===== config.mk =====
export PLATFORM = sky130hd
export DESIGN_NAME = apsl_alarm_setup
export DESIGN_NICKNAME = d
export VERILOG_FILES = /design/src/hw/apsl_pkg.sv /design/src/hw/apsl_alarm_setup.sv
export SDC_FILE = /design/constraint.sdc
export NUM_CORES = 1
export LEC_CHECK = 0
export ABC_AREA = 1
export BUFFER_PORTS_ARGS = -buffer_cell sky130_fd_sc_hd__buf_2
export CAP_MARGIN = 0
export CELL_PAD_IN_SITES_DETAIL_PLACEMENT = 2
export CELL_PAD_IN_SITES_GLOBAL_PLACEMENT = 2
export CORE_UTILIZATION = 28
export DETAILED_ROUTE_END_ITERATION = 12
export PLACE_DENSITY = 0.8
export SLEW_MARGIN = 30
export SYNTH_ARGS = -nofsm -noshare
export SYNTH_HDL_FRONTEND = slang
export SYNTH_SLANG_ARGS = --single-unit

===== constraint.sdc =====
create_clock -name core_clk -period 3 [get_ports core_clk]
set_input_delay 0.3 -clock core_clk [delete_from_list [all_inputs] [get_ports core_clk]]
set_output_delay 0.3 -clock core_clk [all_outputs]
set_load 0.01 [all_outputs]

===== src/hw/apsl_pkg.sv =====
// Constants for the alarm pin setup logic
package apsl_pkg;
	// APB address width and data width
	localparam int APSL_AW = 8;
	localparam int APSL_DW = 32;
	// Register indexes; byte address is four times the index
	localparam logic [APSL_AW-1:0] APSL_IDX_SETUP = 8'h06;
	localparam logic [APSL_AW-1:0] APSL_IDX_STATUS = 8'h08;
	localparam logic [APSL_AW-1:0] APSL_IDX_LATCH_CLR = 8'h09;
	localparam logic [APSL_AW-1:0] APSL_IDX_IRQ_STAT = 8'h0A;
	localparam logic [APSL_AW-1:0] APSL_IDX_IRQ_CLR = 8'h0B;
	localparam logic [APSL_AW-1:0] APSL_IDX_IRQ_EN = 8'h0C;
	// Setup register reset value and writable bits
	localparam logic [15:0] APSL_SETUP_RST = 16'h0000;
	localparam logic [15:0] APSL_SETUP_WMASK = 16'hFFC0;
	// Setup register bit positions
	localparam int APSL_B_TMP_LAT = 15;
	localparam int APSL_B_TMP_DIS = 14;
	localparam int APSL_B_OPEN_LAT = 13;
	localparam int APSL_B_OPEN_DIS = 12;
	localparam int APSL_B_LOAD_LAT = 11;
	localparam int APSL_B_LOAD_DIS = 10;
	localparam int APSL_B_CLAMP_LAT = 9;
	localparam int APSL_B_CLAMP_DIS = 8;
	localparam int APSL_B_GRD_LAT = 7;
	localparam int APSL_B_GRD_DIS = 6;
	// Alarm source positions in every source vector
	localparam int APSL_NSRC = 5;
	localparam int APSL_SRC_TMP = 0;
	localparam int APSL_SRC_CLAMP = 1;
	localparam int APSL_SRC_OPEN = 2;
	localparam int APSL_SRC_LOAD = 3;
	localparam int APSL_SRC_GRD = 4;
	// Status register field positions
	localparam int APSL_ST_LIVE = 0;
	localparam int APSL_ST_HELD = 8;
	localparam int APSL_ST_PIN = 16;
	localparam int APSL_NPIN = 3;
endpackage : apsl_pkg


===== src/hw/apsl_alarm_setup.sv =====
// Alarm pin routing, masking and latching with APB registers
`timescale 1ns/10ps

// Function
// Disabled source never drives its pin; live status still reports it.
// Bit 15 high latches the temperature pin; low follows the condition.
// Bit 14 high keeps the temperature pin released.
// Bit 13 high makes open-sense a latched contribution to combined pin.
// Bit 12 high blocks open-sense from the combined pin.
// Combined pin is driven by enabled open-sense, load and guard alarms.
// Bit 11 high makes load alarm a latched combined pin contribution.
// Bit 10 high blocks the load alarm from the combined pin.
// Bit 10 high also switches off the load ground sense pull-up.
// Bit 9 high latches the clamp pin; low follows the condition.
// Bit 8 high keeps the clamp pin released.
// Bit 7 high makes guard alarm a latched combined pin contribution.
// Bit 6 high blocks the guard alarm from the combined pin.
// Host writes zero to bits 5..0; device ignores them, reads zero.
// Latched pins hold until explicit clear; unlatched release at once.
module apsl_alarm_setup
	import apsl_pkg::*;
(
	// Clock and reset
	input wire logic core_clk,
	input wire logic rst_n,
	// APB slave
	input wire logic psel,
	input wire logic penable,
	input wire logic pwrite,
	input wire logic [APSL_AW-1:0] paddr,
	input wire logic [APSL_DW-1:0] pwdata,
	output logic [APSL_DW-1:0] prdata,
	output logic pready,
	output logic pslverr,
	// Raw alarm conditions from the detectors, asynchronous
	input wire logic [APSL_NSRC-1:0] alarm_cond,
	// Open-drain temperature alarm pin
	input wire logic temperature_alarm_pin_i,
	output logic temperature_alarm_pin_o,
	output logic temperature_alarm_pin_oe,
	// Open-drain clamp alarm pin
	input wire logic clamp_alarm_pin_i,
	output logic clamp_alarm_pin_o,
	output logic clamp_alarm_pin_oe,
	// Open-drain combined sense alarm pin
	input wire logic combined_sense_alarm_pin_i,
	output logic combined_sense_alarm_pin_o,
	output logic combined_sense_alarm_pin_oe,
	// Load ground sense pull-up enable
	output logic load_ground_pullup_en,
	// Interrupt
	output logic alarm_irq
);

	// Byte address match for a register index
	function automatic logic reg_hit(input logic [APSL_AW-1:0] a,
		input logic [APSL_AW-1:0] idx);
		return a == {idx[APSL_AW-3:0], 2'b00};
	endfunction : reg_hit

	logic [APSL_NSRC-1:0] cond_meta;
	logic [APSL_NSRC-1:0] cond_s;
	logic [APSL_NSRC-1:0] cond_d;
	logic [APSL_NPIN-1:0] pin_meta;
	logic [APSL_NPIN-1:0] pin_s;
	logic [15:0] alarm_setup;
	logic [APSL_NSRC-1:0] latch_hold;
	logic [APSL_NSRC-1:0] irq_status;
	logic [APSL_NSRC-1:0] irq_enable;
	logic [APSL_NSRC-1:0] src_lat;
	logic [APSL_NSRC-1:0] src_dis;
	logic [APSL_NSRC-1:0] active;
	logic [APSL_NSRC-1:0] contrib;
	logic [APSL_NSRC-1:0] latch_clr;
	logic [APSL_NSRC-1:0] irq_clr;
	logic [APSL_NSRC-1:0] next_latch;
	logic [APSL_NSRC-1:0] next_irq_status;
	logic wr_acc;
	logic setup_ph;

	// Two-flop synchronisers; detectors and pins are not on core_clk
	always_ff @(posedge core_clk or negedge rst_n) begin
		if (!rst_n) begin
			cond_meta <= '0;
			cond_s <= '0;
			cond_d <= '0;
			pin_meta <= '0;
			pin_s <= '0;
		end else begin
			cond_meta <= alarm_cond;
			cond_s <= cond_meta;
			cond_d <= cond_s;
			pin_meta <= {combined_sense_alarm_pin_i, clamp_alarm_pin_i,
				temperature_alarm_pin_i};
			pin_s <= pin_meta;
		end
	end

	// Bus phase decode; slave never waits, so pready is high from the first cycle after reset
	assign wr_acc = psel && penable && pready && pwrite;
	assign setup_ph = psel && !penable;

	// Per-source latch and disable selects from the setup word
	assign src_lat = {alarm_setup[APSL_B_GRD_LAT],
		alarm_setup[APSL_B_LOAD_LAT], alarm_setup[APSL_B_OPEN_LAT],
		alarm_setup[APSL_B_CLAMP_LAT], alarm_setup[APSL_B_TMP_LAT]};
	assign src_dis = {alarm_setup[APSL_B_GRD_DIS],
		alarm_setup[APSL_B_LOAD_DIS], alarm_setup[APSL_B_OPEN_DIS],
		alarm_setup[APSL_B_CLAMP_DIS], alarm_setup[APSL_B_TMP_DIS]};

	// Write strobes of the clear registers
	assign latch_clr = (wr_acc && reg_hit(paddr, APSL_IDX_LATCH_CLR)) ?
		pwdata[APSL_NSRC-1:0] : '0;
	assign irq_clr = (wr_acc && reg_hit(paddr, APSL_IDX_IRQ_CLR)) ?
		pwdata[APSL_NSRC-1:0] : '0;

	// Enabled sources only; masking never touches the live status field
	assign active = cond_s & ~src_dis;
	// New hit sets the latch even while it is being cleared
	assign next_latch = ((latch_hold & ~latch_clr) | active) & src_lat;
	// Held contribution is dropped at once if its source is disabled
	assign contrib = active | (latch_hold & src_lat & ~src_dis);

	// Latch per source, meaningful only in latched mode
	always_ff @(posedge core_clk or negedge rst_n) begin
		if (!rst_n) begin
			latch_hold <= '0;
		end else begin
			latch_hold <= next_latch;
		end
	end

	// Pin drivers; pins pull low when oe is high, so data is always 0
	always_ff @(posedge core_clk or negedge rst_n) begin
		if (!rst_n) begin
			temperature_alarm_pin_o <= 1'b0;
			temperature_alarm_pin_oe <= 1'b0;
			clamp_alarm_pin_o <= 1'b0;
			clamp_alarm_pin_oe <= 1'b0;
			combined_sense_alarm_pin_o <= 1'b0;
			combined_sense_alarm_pin_oe <= 1'b0;
		end else begin
			temperature_alarm_pin_o <= 1'b0;
			clamp_alarm_pin_o <= 1'b0;
			combined_sense_alarm_pin_o <= 1'b0;
			temperature_alarm_pin_oe <= contrib[APSL_SRC_TMP];
			clamp_alarm_pin_oe <= contrib[APSL_SRC_CLAMP];
			combined_sense_alarm_pin_oe <= contrib[APSL_SRC_OPEN] |
				contrib[APSL_SRC_LOAD] | contrib[APSL_SRC_GRD];
		end
	end

	// Pull-up follows the load disable bit
	always_ff @(posedge core_clk or negedge rst_n) begin
		if (!rst_n) begin
			load_ground_pullup_en <= 1'b1;
		end else begin
			load_ground_pullup_en <= !alarm_setup[APSL_B_LOAD_DIS];
		end
	end

	// Setup and interrupt enable registers
	always_ff @(posedge core_clk or negedge rst_n) begin
		if (!rst_n) begin
			alarm_setup <= APSL_SETUP_RST;
			irq_enable <= '0;
		end else if (wr_acc) begin
			if (reg_hit(paddr, APSL_IDX_SETUP)) begin
				alarm_setup <= pwdata[15:0] & APSL_SETUP_WMASK;
			end else if (reg_hit(paddr, APSL_IDX_IRQ_EN)) begin
				irq_enable <= pwdata[APSL_NSRC-1:0];
			end
		end
	end

	// Sticky rising-edge events; a new edge beats a same-cycle clear
	assign next_irq_status = (irq_status & ~irq_clr) | (cond_s & ~cond_d);

	always_ff @(posedge core_clk or negedge rst_n) begin
		if (!rst_n) begin
			irq_status <= '0;
			alarm_irq <= 1'b0;
		end else begin
			irq_status <= next_irq_status;
			alarm_irq <= |(irq_status & irq_enable);
		end
	end

	// Read data and error taken in the setup phase, shown in access
	always_ff @(posedge core_clk or negedge rst_n) begin
		if (!rst_n) begin
			prdata <= '0;
			pslverr <= 1'b0;
			pready <= 1'b0;
		end else begin
			pready <= 1'b1;
			if (setup_ph) begin
				pslverr <= 1'b0;
				prdata <= '0;
				if (reg_hit(paddr, APSL_IDX_SETUP)) begin
					prdata[15:0] <= alarm_setup;
				end else if (reg_hit(paddr, APSL_IDX_STATUS)) begin
					prdata[APSL_ST_LIVE +: APSL_NSRC] <= cond_s;
					prdata[APSL_ST_HELD +: APSL_NSRC] <= latch_hold;
					prdata[APSL_ST_PIN +: APSL_NPIN] <= pin_s;
				end else if (reg_hit(paddr, APSL_IDX_IRQ_STAT)) begin
					prdata[APSL_NSRC-1:0] <= irq_status;
				end else if (reg_hit(paddr, APSL_IDX_IRQ_EN)) begin
					prdata[APSL_NSRC-1:0] <= irq_enable;
				end else if (reg_hit(paddr, APSL_IDX_LATCH_CLR) ||
					reg_hit(paddr, APSL_IDX_IRQ_CLR)) begin
					prdata <= '0;
				end else begin
					pslverr <= 1'b1;
				end
			end
		end
	end
endmodule : apsl_alarm_setup


==> impl_metrics.toml, run 1 <==
[outcome]
status = "finished, violations left"
violations = "negative hold slack"

[placed_design]
place_congestion = 0.760
post-place-ws_ns = 1.10
portBuffers = 60
placed_area_mm2 = 0.00348
dp_hpwl_um = 6060

[sta]
tns_ns = 0
rsz0062_at_grt = "no"
worstMarginPinSlew_ns = 0.706
setup_violations = 0
period_share_pct = 51.5
timing.fmax_ghz = 0.647
relSlewSlack_pct = 52.9
finalHoldWorstSlack_ns = -0.00683
hold_viol = 11
finClkSkew_ns = 0.00984
worst_slack_ns = 1.45
period_minus_slack_ns = 1.55
finalMaxSlewViolations = 0

[setup_path]
worstPathCellList = "buf_2, nor2_1, nand3_1, nor2_2, inv_1, nand3_1, nand2_1, nand2_1"
cpPeakStageDelay_ns = 0.58
crit_fanout = 14
crit_cells = 8
end_kind = "flop"
worstSetupPathType = "in -> reg"
crit_family = "simple AND/OR/NAND/NOR gates"
crit_buf_inv = 2
ff2ff_path_depth = 7
critPathLaunchType = "input pin"
slowest_stage = "nor2_2"
worst_ep_required_time_ns = 3.29
arrival_ns = 1.84
rrSetupSlack_ns = 1.62

[floorplanning]
die-area_mm2 = 0.0115
dieWidth_um = 107
floorplan.initialDensity_pct = 29.4
core-area_mm2 = 0.0105
fp.dieH_um = 107
ios = 95
fp-row-count = 37

[cts]
cts_buffers = 9
h-tree-depth = 3
clockBufferDepth = 2
cts_resized = 0
clkTransAtPathRegs_ns = 0.08
clock_sinks = 71
cts_setup_buffers = 0
cts_tree = "done"
cts-root-buf = "clkbuf_8"
cts_hold_buf = 0
clk_latency_ns = 0.36

[routing]
avgRoutedWirePerCell_um = 14.9
drc = 0
ant_nets = 0
vias_per_cell = 4.51
drt-initial-drc-count = 86
vias = 2438
wl_um = 8080
first_pass_iters = 4

[synthesis]
synth.most_common_cell = "nand2_1"
synth_edf_count = 0
synthFlopType = "dfrtp_1"
syn_inst = 334
yosysTopAreaCell = "dfrtp_1"
ys_seq_area_share_pct = 57.5
netlist_area_mm2 = 0.00309
synthArstFlopShare_pct = 100
synth-seq-cells = 71
avgSynthCellArea_um2 = 9.25
synth.area.top_cells = "dfrtp_1 (57%), nand2_1 (11%), nand3_1 (5.3%), buf_4 (4.4%), inv_1 (3.5%)"
yosysWarnings = 0
synth_top_area_share_pct = 56.7
ys_types = 29
synth_common_cells = "nand2_1 (92), dfrtp_1 (70), nand3_1 (33), inv_1 (29), nor2_1 (24)"

[final_layout]
diodes = 0
final_area_mm2 = 0.00368
area_growth_pct = 19.0
nets = 453
drive_gt1_share_pct = 26.7

[global_route]
grt_usage_pct = 15.5
gr-total-overflow = 0
antenna_found_initial = 0
grt_max_degree = 45
grt_first_pass_wirelength_um = 13200
grt_pass1_vias = 2666

[power]
ir_worst_vdd_mv = 0.188
powerDensity_mw_per_mm2 = 514
power.static_leakage_nw = 1.96

[run]
max_cap_violations = 0

[worst_hold_path]
hold_path.class = "in -> async"
## cells by family after synthesis
logic type | synth area share [%]
other cells | 0.243
flops | 57.5
compound gates | 6.03
simple gates | 26.7
buf+inv | 9.51
## flip-flops by register name, summed over array words and instances (netlist names), 3 cells and up
signal and cells:
cond_d 5, pin_meta 3, alarm_setup 10, pin_s 3, prdata 18, cond_meta 5, latch_hold 5, irq_status 5
cond_s 5, irq_enable 5
## layer usage
layer	vias to the layer above	GRT usage, %	share of wire (%)
met3	10	3.16	4.2
met5	-	0	0
li1	1159	-	-
met1	1214	18.6	45
met2	55	26.7	49
met4	0	6.75	1.6
## final timing paths
path	startpoint	to
worst min register to register	cond_meta[2]$_DFF_PN0_	cond_s[2]$_DFF_PN0_
worst min-delay path	rst_n	cond_meta[4]$_DFF_PN0_
worst max-delay path	paddr[7]	prdata[4]$_DFFE_PN0P_
max in group asynchronous	rst_n	load_ground_pullup_en$_DFF_PN1_
min in group core_clk	temperature_alarm_pin_i	pin_meta[0]$_DFF_PN0_
worst max register to register	pready$_DFF_PN0_	irq_status[1]$_DFF_PN0_
## placed cells by master, fill, tap and decap left out, drive strengths merged
| cell | Yosys | layout |
|---|---|---|
| buf | 20 | 62 |
| a221oi | 1 | 1 |
| nand2 | 97 | 97 |
| o31ai | 1 | 1 |
| clkinv | 0 | 2 |
| clkinvlp | 0 | 4 |
| o21ai | 12 | 12 |
| nor2 | 30 | 30 |
| nor3 | 2 | 2 |
| conb | 2 | 18 |
| a21oi | 15 | 15 |
| bufinv | 0 | 1 |
| inv | 32 | 32 |
| o2111ai | 1 | 1 |
| dfstp | 1 | 1 |
| nand4 | 7 | 7 |
| clkbuf | 3 | 9 |
| or2 | 5 | 5 |
| dfrtp | 70 | 70 |
| nand3 | 35 | 35 |
## metrics by stage
| stage | power (mW) | hold WS (ns) | cells | util (%) |
|---|---|---|---|---|
| 2_1_floorplan | 1.08 | 0.00441 | 350 | - |
| 3_3_place_gp | 1.14 | 0.336 | 525 | 33.1 |
| 3_5_place_dp | 1.14 | 0.336 | 525 | 33.1 |
| 4_1_cts | 1.92 | 0.00494 | 541 | 35.0 |
| 5_1_grt | 1.97 | 0.0276 | 541 | 35.0 |
| 6_report | 1.89 | -0.00683 | 541 | 35.0 |
## final cells by class
| cell class | instances | area (um2) |
|---|---|---|
| well taps | 136 | 170 |
| clock buffers | 9 | 124 |
| multi-input cells | 224 | 1080 |
| inverters | 32 | 125 |
| fillers | 1200 | 6830 |
| flip-flops and latches | 71 | 1780 |
| repair buffers | 62 | 328 |
| clock inverters | 7 | 73.8 |
## where the power goes
group	internal [mW]	switching, mW
sequential	0.982	0.0119
clock	0.383	0.387
combinational	0.0393	0.0874
Power figures use the tool's default switching activity.
==> inputs of run 2 (changes only) <==
Settings changed: CORE_UTILIZATION 28 to 27.
Clock period 3 ns to 1.3 ns, I/O delays scaled along.
==> run 2 against run 1 <==
Compared with the run above:
- the flow now finishes without violations
- first-iteration DRC count is 24% lower
- cell count up 5.4%
- via count rose by 5.9%
- final area increased by 11%
- global-route usage grew 1.6 points
- clock skew is 0.00060 ns lower
- critical endpoint is now irq_status[4]$_DFF_PN0_
- largest cell class unchanged
==> impl_metrics.toml, run 2 (same netlist as run 1, synthesis figures left out) <==
[final_layout]
drive_gt1_share_pct = 30.0
seqCellArea_mm2 = 0.00178
final_cell_mix = "nand2_1 (91), dfrtp_1 (70), buf_2 (60)"
final_common_cell = "nand2_1"
num-fill-cells = 1233
reg_top3 = "prdata x18, alarm_setup x10"
final_area_mm2 = 0.00407
diodes = 0
nets = 478
area_growth_pct = 31.7
multi_input_area_mm2 = 0.00110
largest_register = "prdata"
finalNonFillerCells = 570
largest_reg_flops = 18
final_util_pct = 37.0

[worst_hold_path]
hold_path.class = "in -> reg"
hold_path_end = "alarm_setup[10]$_DFFE_PN0P_"
min_from = "pwdata[10]"
hold-path-cell-count = 3

[setup_path]
worstPathCellList = "nand2_2, nor2_8, inv_4, nor3_4, buf_6, nand2_1, nand2_1, nand2_1"
crit_buf_inv = 2
ff2ff_path_depth = 8
critPathLaunchType = "flop"
end_kind = "flop"
worstSetupPathType = "reg -> reg"
crit_family = "simple AND/OR/NAND/NOR gates"
regToRegEndpoint = "irq_status[4]$_DFF_PN0_"
rrSetupSlack_ns = 0.03
slowest_stage = "dfrtp_1"
crit_top_cell = "nand2_1"
crit_fanout = 5
cpPeakStageDelay_ns = 0.36
arrival_ns = 1.49
r2r_start = "pready$_DFF_PN0_"
worst_ep_required_time_ns = 1.52

[cts]
cts_buffers = 9
clkTransAtPathRegs_ns = 0.06
clockBufferDepth = 2
cts_tree = "done"
clk_latency_ns = 0.33
clock_sinks = 71
cts-root-buf = "clkbuf_16"
h-tree-depth = 3

[placed_design]
dp_hpwl_um = 6630
place_congestion = 0.823
post-place-ws_ns = -0.130
dp_cells = 543
portBuffers = 60
placed_area_mm2 = 0.00361

[global_route]
grt_pass1_vias = 2936
antenna_found_initial = 0
grt_first_pass_wirelength_um = 15000
gr-total-overflow = 0
grt_usage_pct = 17.1
grt_max_degree = 72

[routing]
drc = 0
route.met2.wl_um = 4600
drt-initial-drc-count = 65
wl_um = 9060
routed.top_layer = "met4"
vias = 2581
ant_nets = 0
vias_per_cell = 4.53
first_pass_iters = 4
wl_met1_um = 3890
avgRoutedWirePerCell_um = 15.9
wl_met3_um = 377

[sta]
period_share_pct = 97.5
timing.fmax_ghz = 0.789
finalHoldWorstSlack_ns = 0.0363
finClkSkew_ns = 0.00924
setup_violations = 0
hold_viol = 0
period_minus_slack_ns = 1.27
rsz0062_at_grt = "yes"
worst_slack_ns = 0.0320
tns_ns = 0
finalMaxSlewViolations = 0

[power]
p_seq_share_pct = 43.7
powerDensity_mw_per_mm2 = 1290
p_int_mw = 4.08
p_sw_mw = 1.18
combPwrFrac_pct = 6.5
finalPower_mw = 5.26
clockPowerShare_pct = 49.8
ir_worst_vdd_mv = 0.670
power.static_leakage_nw = 2.15
switching_share_pct = 22.5

[floorplanning]
core-area_mm2 = 0.0110
floorplan.initialDensity_pct = 28.1
dieWidth_um = 109
fp-row-count = 38
die-area_mm2 = 0.0119
ios = 95
fp.dieH_um = 109

[run]
max_cap_violations = 0

[outcome]
status = "completed"
-- run 2: cell count changes in the layout (fill, tap and decap cells not counted), moves of 2 or more --
cell / previous run / this run
buf_4: 1 / 14
clkbuf_16: 0 / 9
clkbuf_8: 9 / 0
dlygate4sd3_1: 0 / 9
clkinvlp_4: 4 / 1
nor2_1: 24 / 21
nor2_2: 2 / 5
buf_12: 1 / 3
-- run 2: worst max-delay path by stage --
stage / startpoint / endpoint / slack, ns / depth (start not counted)
finish: pready$_DFF_PN0_ / irq_status[4]$_DFF_PN0_ / 0.03 / 8
global route: pready$_DFF_PN0_ / irq_status[4]$_DFF_PN0_ / -0.05 / 8
CTS: pready$_DFF_PN0_ / irq_status[4]$_DFF_PN0_ / 0.0001 / 8
detailed placement: paddr[7] / irq_status[4]$_DFF_PN0_ / -0.13 / 7
global placement: pready$_DFF_PN0_ / irq_status[4]$_DFF_PN0_ / -0.0008 / 7
floorplan: pready$_DFF_PN0_ / irq_status[0]$_DFF_PN0_ / 0.07 / 7
-- run 2: power by group through the flow --
stage          clock (mW)  combinational (mW)  sequential (mW)
2_1_floorplan           0               0.165             2.34
3_3_place_gp            0               0.307             2.33
3_5_place_dp            0               0.321             2.34
4_1_cts              2.69               0.348             2.30
5_1_grt              2.78               0.385             2.30
6_report             2.62               0.343             2.30
-- run 2: cell type report --
cell class                      instances  share of cell area, %
Clock buffer                            9                   5.54
Clock inverter                          7                   2.34
Inverter                               32                   3.14
Multi-Input combinational cell        224                   27.1
Sequential cell                        71                   43.7
Tap cell                              140                   4.31
Timing Repair Buffer                   87                   13.9
-- run 2: worst min-delay path, delay by kind of cell --
family                 cells  cell delay (ns)
AO/OA/AOI/OAI              1             0.08
AND/OR/NAND/NOR            1             0.04
buffers and inverters      1             0.08
-- run 2: layer usage --
| layer | vias to the layer above | global-route usage (%) |
|---|---|---|
| met5 | - | 0 |
| met4 | 0 | 6.27 |
| met3 | 18 | 4.06 |
| met2 | 68 | 30.0 |
| met1 | 1283 | 20.3 |
| li1 | 1212 | - |
-- run 2: repair_timing --
item,4_1_cts,5_1_grt
endpoints found under the setup margin,6,15
hold buffers,9,0
resized for setup,2,6
endpoints found under the hold margin,78,0
buffers inserted,2,0
pin swaps,2,2
